**src/verilog/udv_pkg.sv**
```systemverilog
// shared types and constants for the unsigned 16-by-8 divide datapath
package udv_pkg;

  // ==========================================================================
  // widths
  localparam int unsigned DIVIDEND_W = 16;
  localparam int unsigned DIVISOR_W = 8;
  localparam int unsigned CNT_W = 5;
  localparam int unsigned STEP_W = 5;

  // ==========================================================================
  // field positions inside the destination register pair
  localparam int unsigned PAIR_HI_MSB = 15;
  localparam int unsigned PAIR_HI_LSB = 8;
  localparam int unsigned PAIR_LO_MSB = 7;
  localparam int unsigned PAIR_LO_LSB = 0;
  localparam int unsigned QUO_MSB = 7;
  // quotient >= 2^9 exactly when dividend >> 9 >= divisor
  localparam int unsigned NINE_BIT_SHIFT = 9;

  // ==========================================================================
  // timing, in core_clk cycles from the start cycle to the done cycle
  localparam logic [CNT_W-1:0] LAT_NORMAL = 5'h1a;
  localparam logic [CNT_W-1:0] LAT_ZERO = 5'h0a;
  localparam logic [CNT_W-1:0] CNT_ONE = 5'h01;
  localparam logic [CNT_W-1:0] CNT_ZERO = 5'h00;
  // one restoring step per quotient bit of the full 16-bit quotient
  localparam logic [STEP_W-1:0] STEP_COUNT = 5'h10;
  localparam logic [STEP_W-1:0] STEP_ONE = 5'h01;
  localparam logic [STEP_W-1:0] STEP_ZERO = 5'h00;

  // ==========================================================================
  // reset values
  localparam logic [DIVIDEND_W-1:0] PAIR_RST = 16'h0000;
  localparam logic [DIVISOR_W-1:0] BYTE_ZERO = 8'h00;

  // ==========================================================================
  // types
  typedef enum logic [1:0] {
    UDV_SRC_REGISTER = 2'h0,
    UDV_SRC_INDIRECT = 2'h1,
    UDV_SRC_IMMEDIATE = 2'h2
  } udv_src_mode_e;

  typedef enum logic [1:0] {
    UDV_IDLE = 2'h0,
    UDV_RUN = 2'h1,
    UDV_DONE = 2'h2
  } udv_state_e;

  typedef struct packed {
    logic c;
    logic z;
    logic s;
    logic v;
    logic d;
    logic h;
  } udv_flags_s;

  typedef struct packed {
    udv_src_mode_e mode;
    logic [DIVIDEND_W-1:0] register_pair_operand;
    logic [DIVISOR_W-1:0] register_operand;
    logic [DIVISOR_W-1:0] indirect_register_operand;
    logic [DIVISOR_W-1:0] immediate_operand;
  } udv_req_s;

  typedef struct packed {
    logic pair_we;
    logic [DIVIDEND_W-1:0] pair;
    udv_flags_s flags;
  } udv_rsp_s;

endpackage : udv_pkg
```
**src/verilog/udv_divider.sv**
```systemverilog
// unsigned 16-by-8 divide datapath driven by the instruction sequencer
`timescale 1ns/1ps

// Operation
// - divide 16-bit pair by 8-bit source
// - both operands unsigned, no sign handling
// - quotient goes to low byte of pair
// - remainder goes to high byte of pair
// - pair contents meaningless when quotient overflows
// - carry: overflow with nine-bit quotient only
// - zero: divisor or quotient equals zero
// - sign: msb of 8-bit quotient
// - overflow: quotient >= 256 or divisor zero
module udv_divider (
  input wire logic core_clk,
  input wire logic srst,
  input wire logic start,
  input udv_pkg::udv_req_s req,
  input udv_pkg::udv_flags_s flags_in,
  output logic ready,
  output logic done,
  output udv_pkg::udv_rsp_s rsp
);

  // ==========================================================================
  // declarations
  udv_pkg::udv_state_e state_q;
  udv_pkg::udv_state_e state_d;
  logic [udv_pkg::CNT_W-1:0] cyc_q;
  logic [udv_pkg::CNT_W-1:0] lat_q;
  logic [udv_pkg::STEP_W-1:0] step_q;
  logic [udv_pkg::DIVIDEND_W-1:0] dividend_q;
  logic [udv_pkg::DIVISOR_W-1:0] divisor_q;
  logic [udv_pkg::DIVISOR_W-1:0] rem_q;
  logic [udv_pkg::DIVIDEND_W-1:0] quo_q;
  logic d_keep_q;
  logic h_keep_q;
  logic [udv_pkg::DIVISOR_W-1:0] divisor_sel;
  logic div_by_zero;
  logic [udv_pkg::DIVISOR_W:0] trial;
  logic trial_fits;
  logic last_cycle;
  logic quo_ge_256;
  logic quo_ge_512;
  logic take;
  logic finish;
  logic [udv_pkg::DIVISOR_W:0] trial_diff;
  logic [udv_pkg::DIVIDEND_W-1:0] dividend_shr9;
  logic [udv_pkg::DIVIDEND_W-1:0] divisor_wide;
  logic res_we_q;
  logic [udv_pkg::DIVIDEND_W-1:0] res_pair_q;
  udv_pkg::udv_flags_s res_flags_q;

  // ==========================================================================
  // source operand select
  always_comb begin
    case (req.mode)
      udv_pkg::UDV_SRC_REGISTER: divisor_sel = req.register_operand;
      udv_pkg::UDV_SRC_INDIRECT: divisor_sel = req.indirect_register_operand;
      udv_pkg::UDV_SRC_IMMEDIATE: divisor_sel = req.immediate_operand;
      default: divisor_sel = req.register_operand;
    endcase
  end

  // a request is only accepted while idle; starts during a divide are dropped
  assign take = start && (state_q == udv_pkg::UDV_IDLE);
  assign ready = (state_q == udv_pkg::UDV_IDLE);
  assign done = (state_q == udv_pkg::UDV_DONE);
  assign rsp = '{pair_we: res_we_q, pair: res_pair_q, flags: res_flags_q};
  assign div_by_zero = (divisor_q == udv_pkg::BYTE_ZERO);

  // ==========================================================================
  // sequencing
  assign last_cycle = (cyc_q == (lat_q - udv_pkg::CNT_ONE));
  assign finish = (state_q == udv_pkg::UDV_RUN) && last_cycle;

  always_comb begin
    state_d = state_q;
    case (state_q)
      udv_pkg::UDV_IDLE: begin
        if (take) begin
          state_d = udv_pkg::UDV_RUN;
        end
      end
      udv_pkg::UDV_RUN: begin
        if (last_cycle) begin
          state_d = udv_pkg::UDV_DONE;
        end
      end
      udv_pkg::UDV_DONE: begin
        state_d = udv_pkg::UDV_IDLE;
      end
      default: begin
        state_d = udv_pkg::UDV_IDLE;
      end
    endcase
  end

  always_ff @(posedge core_clk) begin
    if (srst) begin
      state_q <= udv_pkg::UDV_IDLE;
    end else begin
      state_q <= state_d;
    end
  end

  // cycle counter: the start cycle counts as cycle 0
  always_ff @(posedge core_clk) begin
    if (srst) begin
      cyc_q <= udv_pkg::CNT_ZERO;
    end else if (take) begin
      cyc_q <= udv_pkg::CNT_ONE;
    end else if (state_q == udv_pkg::UDV_RUN) begin
      cyc_q <= cyc_q + udv_pkg::CNT_ONE;
    end else begin
      cyc_q <= udv_pkg::CNT_ZERO;
    end
  end

  // latency picked once from the divisor seen at start
  always_ff @(posedge core_clk) begin
    if (srst) begin
      lat_q <= udv_pkg::LAT_NORMAL;
    end else if (take) begin
      if (divisor_sel == udv_pkg::BYTE_ZERO) begin
        lat_q <= udv_pkg::LAT_ZERO;
      end else begin
        lat_q <= udv_pkg::LAT_NORMAL;
      end
    end
  end

  // ==========================================================================
  // operand capture
  always_ff @(posedge core_clk) begin
    if (srst) begin
      dividend_q <= udv_pkg::PAIR_RST;
      divisor_q <= udv_pkg::BYTE_ZERO;
      d_keep_q <= 1'h0;
      h_keep_q <= 1'h0;
    end else if (take) begin
      dividend_q <= req.register_pair_operand;
      divisor_q <= divisor_sel;
      d_keep_q <= flags_in.d;
      h_keep_q <= flags_in.h;
    end
  end

  // ==========================================================================
  // restoring division, one quotient bit per cycle
  // the full 16-bit quotient is built so that the zero flag is exact on overflow;
  // zero-extended compare keeps everything unsigned
  assign trial = {rem_q, quo_q[udv_pkg::DIVIDEND_W-1]};
  assign trial_fits = (trial >= {1'h0, divisor_q});
  assign trial_diff = trial - {1'h0, divisor_q};

  always_ff @(posedge core_clk) begin
    if (srst) begin
      step_q <= udv_pkg::STEP_ZERO;
      rem_q <= udv_pkg::BYTE_ZERO;
      quo_q <= udv_pkg::PAIR_RST;
    end else if (take) begin
      step_q <= udv_pkg::STEP_ZERO;
      rem_q <= udv_pkg::BYTE_ZERO;
      quo_q <= req.register_pair_operand;
    end else if ((state_q == udv_pkg::UDV_RUN) && !div_by_zero
                 && (step_q != udv_pkg::STEP_COUNT)) begin
      step_q <= step_q + udv_pkg::STEP_ONE;
      // remainder stays below the divisor, so its low 8 bits suffice
      if (trial_fits) begin
        rem_q <= trial_diff[udv_pkg::DIVISOR_W-1:0];
      end else begin
        rem_q <= trial[udv_pkg::DIVISOR_W-1:0];
      end
      quo_q <= {quo_q[udv_pkg::DIVIDEND_W-2:0], trial_fits};
    end
  end

  // ==========================================================================
  // overflow classification straight from the operands, no extra cycles
  assign dividend_shr9 = dividend_q >> udv_pkg::NINE_BIT_SHIFT;
  assign divisor_wide = {udv_pkg::BYTE_ZERO, divisor_q};
  assign quo_ge_256 = (dividend_q[udv_pkg::PAIR_HI_MSB:udv_pkg::PAIR_HI_LSB]
                       >= divisor_q);
  assign quo_ge_512 = (dividend_shr9 >= divisor_wide);

  // ==========================================================================
  // result write strobe, one cycle with done
  always_ff @(posedge core_clk) begin
    if (srst) begin
      res_we_q <= 1'h0;
    end else begin
      // pair is written even on overflow; its value is then not meaningful
      res_we_q <= finish && !div_by_zero;
    end
  end

  always_ff @(posedge core_clk) begin
    if (srst) begin
      res_pair_q <= udv_pkg::PAIR_RST;
    end else if (finish) begin
      res_pair_q[udv_pkg::PAIR_HI_MSB:udv_pkg::PAIR_HI_LSB] <= rem_q;
      res_pair_q[udv_pkg::PAIR_LO_MSB:udv_pkg::PAIR_LO_LSB] <=
        quo_q[udv_pkg::PAIR_LO_MSB:udv_pkg::PAIR_LO_LSB];
    end
  end

  // ==========================================================================
  // flags, registered on the final cycle and held until the next one
  always_ff @(posedge core_clk) begin
    if (srst) begin
      res_flags_q <= '0;
    end else if (finish) begin
      res_flags_q.v <= div_by_zero || quo_ge_256;
      res_flags_q.c <= !div_by_zero && quo_ge_256 && !quo_ge_512;
      res_flags_q.z <= div_by_zero || (quo_q == udv_pkg::PAIR_RST);
      res_flags_q.s <= !div_by_zero && quo_q[udv_pkg::QUO_MSB];
      res_flags_q.d <= d_keep_q;
      res_flags_q.h <= h_keep_q;
    end
  end

endmodule : udv_divider

```
**config.mk**
```make
export PLATFORM = sky130hd
export DESIGN_NAME = udv_divider
export DESIGN_NICKNAME = d
export VERILOG_FILES = /design/src/verilog/udv_pkg.sv /design/src/verilog/udv_divider.sv
export SDC_FILE = /design/constraint.sdc
export NUM_CORES = 1
export LEC_CHECK = 0
export BUFFER_PORTS_ARGS = -buffer_cell sky130_fd_sc_hd__buf_2
export CORE_MARGIN = 5
export CORE_UTILIZATION = 50
export CTS_BUF_LIST = sky130_fd_sc_hd__clkbuf_2 sky130_fd_sc_hd__clkbuf_4 sky130_fd_sc_hd__clkbuf_8
export CTS_CLUSTER_SIZE = 30
export DETAILED_ROUTE_END_ITERATION = 6
export PLACE_DENSITY = 0.69
export SLEW_MARGIN = 20
export SYNTH_ARGS = -nofsm -noshare
export SYNTH_HDL_FRONTEND = slang
export SYNTH_SLANG_ARGS = --single-unit
```
**constraint.sdc**
```tcl
create_clock -name core_clk -period 2.05 [get_ports core_clk]
set_input_delay 0.3075 -clock core_clk [delete_from_list [all_inputs] [get_ports core_clk]]
set_output_delay 0.3075 -clock core_clk [all_outputs]
set_load 0.005 [all_outputs]
```
==> results_dict.tcl <==
set metrics [dict create \
    cap_violations 0 \
    rrSetupSlack_ns 0.13 \
    grt_max_degree 48 \
    layout.cells.non_filler 685 \
    fin_crit_ns 1.92 \
    via_count 3756 \
    synth_cell_types 58 \
    drt_iter0_drc 197 \
    max-clock-path-buffers 2 \
    yosysWarnings 0 \
    ctsHoldBuffers 0 \
    r2r-start "divisor_q[6]$_SDFFE_PP0P_" \
    dpl.cell_count 668 \
    end_kind "flip-flop" \
    cts_root_buffer "clkbuf_8" \
    seqPwrFrac_pct 44.0 \
    finalSetupTns_ns 0 \
    rr_endpoint "rem_q[3]$_SDFFE_PP0P_" \
    grt.total_usage_pct 20.1 \
    die_h_microns 99.9 \
    crit_fanout 6 \
    num-nets-final 659 \
    drt-pass1-iter-count 4 \
    dieArea_sq_um 9980 \
    switchingPower_w 0.00120 \
    worstSetupStartpointType "flip-flop" \
    io_pins 76 \
    layout_commonest_cell "nand2_1" \
    rows 32 \
    syn_area_per_cell_sq_um 8.02 \
    drive_gt1_share_pct 21.8 \
    dp_slack_ns 0.0811 \
    grt_overflow 0 \
    hp-start "flags_in[0]" \
    core_area_sq_um 7810 \
    synth_top_flop_cell "dfxtp_1" \
    cp_slowest_cell "ha_1" \
    most-common-layout-cells "nand2_1 (116), dfxtp_1 (77), buf_2 (71)" \
    cp.arrival_ns 2.21 \
    fin_crit_sh_pct 93.8 \
    area_growth_pct 18.4 \
    postSynthCellCount 504 \
    cts_buffers 9 \
    cts.sinks 78 \
    gp_congestion 0.854 \
    pwr-share-comb_pct 24.5 \
    setup_slack_ns 0.128 \
    vias_per_cell 5.48 \
    critPathBufInv 2 \
    crit_path_cell_trace "inv_1 > ha_1 > a21oi_2 > a21boi_1 > nor3_2 > buf_4 > nand3_1 > a31oi_1" \
    cts_tree "yes" \
    crit_required_ns 2.34 \
    worst-slew-pin-transition_ns 0.560 \
    switching_share_pct 31.8 \
    slew_headroom_pct 62.4 \
    hold_viol 0 \
    rsz0062_at_grt "yes" \
    ys_seq_area_share_pct 38.6 \
    maxSlewViolCount 0 \
    cp-startpoint "divisor_q[6]$_SDFFE_PP0P_" \
    powerDensity_nw_per_um2 785 \
    drt-wirelength-per-cell_microns 14.4 \
    design_area_sq_um 4790 \
    place.detailed.hpwl_microns 7520 \
    worstRegToRegCells 8 \
    grt_pass1_wl_microns 16300 \
    p_leak_nw 1.96 \
    cts_htree_levels 3 \
    clock_skew_ns 0.0113 \
    io_buffers 71 \
    diodes 0 \
    cp_top_family "compound AO/OA/AOI/OAI gates" \
    holdPathStages 3 \
    synth-seq-cells 78 \
    route.detailed.drc 0 \
    grt_pass1_vias 3527 \
    syn_nets 585 \
    postSynth.asyncResetShare_pct 0 \
    hold_end "h_keep_q$_SDFFE_PP0P_" \
    min_path_type "in2reg" \
    routed_wl_microns 9830 \
    vdd_drop_max_mv 0.524 \
    status "finished clean" \
    antenna_found_initial 0 \
    p_int_w 0.00256 \
    fmax_mhz 520 \
    ant_nets 0 \
    die_x_microns 99.9 \
    syn_area_sq_um 4040 \
    setup_violations 0 \
    start_util_pct 51.8 \
    path_clk_slew_ns 0.09 \
    critPathMaxStageDelay_ns 0.38 \
    critPathKind "reg2reg" \
    p_clk_share_pct 31.5 \
    synth_edf_count 0 \
    place_area_sq_um 4540 \
    clk_latency_ns 0.36 \
]
==> timing repair <==
action,4_1_cts,5_1_grt
hold endpoints to repair,0,0
resized for setup,0,8
setup buffers,0,1
setup endpoints to repair,0,22
==> sequential cells by signal, summed over array words and instances, names as in the netlist, 2 cells and up <==
register / flops
res_pair_q: 16
step_q: 5
divisor_q: 8
rsp: 6
dividend_q: 8
quo_q: 16
cyc_q: 5
state_q: 2
rem_q: 8
==> routing by layer <==
| layer | global-route usage [%] | share of wire, % | routed length, microns |
|---|---|---|---|
| met3 | 4.73 | 3.5 | 340 |
| met2 | 33.7 | 49 | 4770 |
| met4 | 4.10 | 0.85 | 84 |
| met5 | 0 | 0 | 0 |
| met1 | 26.5 | 47 | 4630 |
==> worst max-delay path by stage <==
stage                        endpoint  slack [ns]  cells past startpoint
2_1_floorplan   rem_q[0]$_SDFFE_PP0P_        0.17                      8
3_3_place_gp    rem_q[1]$_SDFFE_PP0P_        0.11                      7
3_5_place_dp    rem_q[0]$_SDFFE_PP0P_        0.08                      7
4_1_cts        quo_q[11]$_SDFFE_PP0P_        0.08                      9
5_1_grt         rem_q[3]$_SDFFE_PP0P_       -0.01                      8
6_report        rem_q[3]$_SDFFE_PP0P_        0.13                      8
==> cell usage after synthesis, types with 8 or more instances <==
cell | instances | share of area, %
ha_1 | 29 | 9.0
clkbuf_1 | 14 | 1.3
o21ai_0 | 20 | 2.5
nand3_1 | 12 | 1.5
buf_2 | 8 | 0.99
dfxtp_1 | 78 | 39
nor2_1 | 34 | 3.2
inv_1 | 20 | 1.9
a22oi_1 | 15 | 2.8
a21oi_1 | 50 | 6.2
a31oi_1 | 16 | 2.5
nand2_1 | 116 | 11
==> final cells by class <==
cell class	instances	area, sq um
Tap cell	102	128
Clock buffer	10	131
Clock inverter	6	70.1
Sequential cell	78	1560
Timing Repair Buffer	92	538
Inverter	20	75.1
Multi-Input combinational cell	377	2280
Fill cell	741	3020
==> cells by family (layout without fill, tap and decap cells) <==
family | Yosys count | count (layout) | synth area share, %
DFF | 78 | 78 | 38.6
and+or+nand+nor | 200 | 200 | 22.4
buffers and inverters | 49 | 128 | 5.73
adders and majority gates | 30 | 30 | 9.47
AOI/OAI and AO/OA | 134 | 134 | 20.8
xor gates and xnor gates | 9 | 9 | 1.95
muxes | 4 | 4 | 0.990
==> power by group through the flow <==
stage / combinational [W] / clock, W / sequential [W]
after CTS: 0.000874 / 0.00120 / 0.00165
after global placement: 0.000847 / 0 / 0.00169
after floorplan: 0.000632 / 0 / 0.00167
after global routing: 0.00103 / 0.00127 / 0.00167
final: 0.000921 / 0.00118 / 0.00166
after detailed placement: 0.000871 / 0 / 0.00169
==> through the flow <==
step | total power (W) | utilization [%] | hold slack [ns]
2_1_floorplan | 0.00230 | - | 0.432
3_3_place_gp | 0.00253 | 58.1 | 0.444
3_5_place_dp | 0.00256 | 58.1 | 0.444
4_1_cts | 0.00373 | 60.7 | 0.176
5_1_grt | 0.00397 | 61.3 | 0.195
6_report | 0.00376 | 61.3 | 0.189
==> worst register-to-register path: stages, from the launching register on <==
cell and delay [ns]:
dfxtp_1 0.37, inv_1 0.11, ha_1 0.38, a21oi_2 0.16, a21boi_1 0.10, nor3_2 0.30, buf_4 0.21, nand3_1 0.07
a31oi_1 0.16
Note: power is estimated with default switching activity, not from simulation.
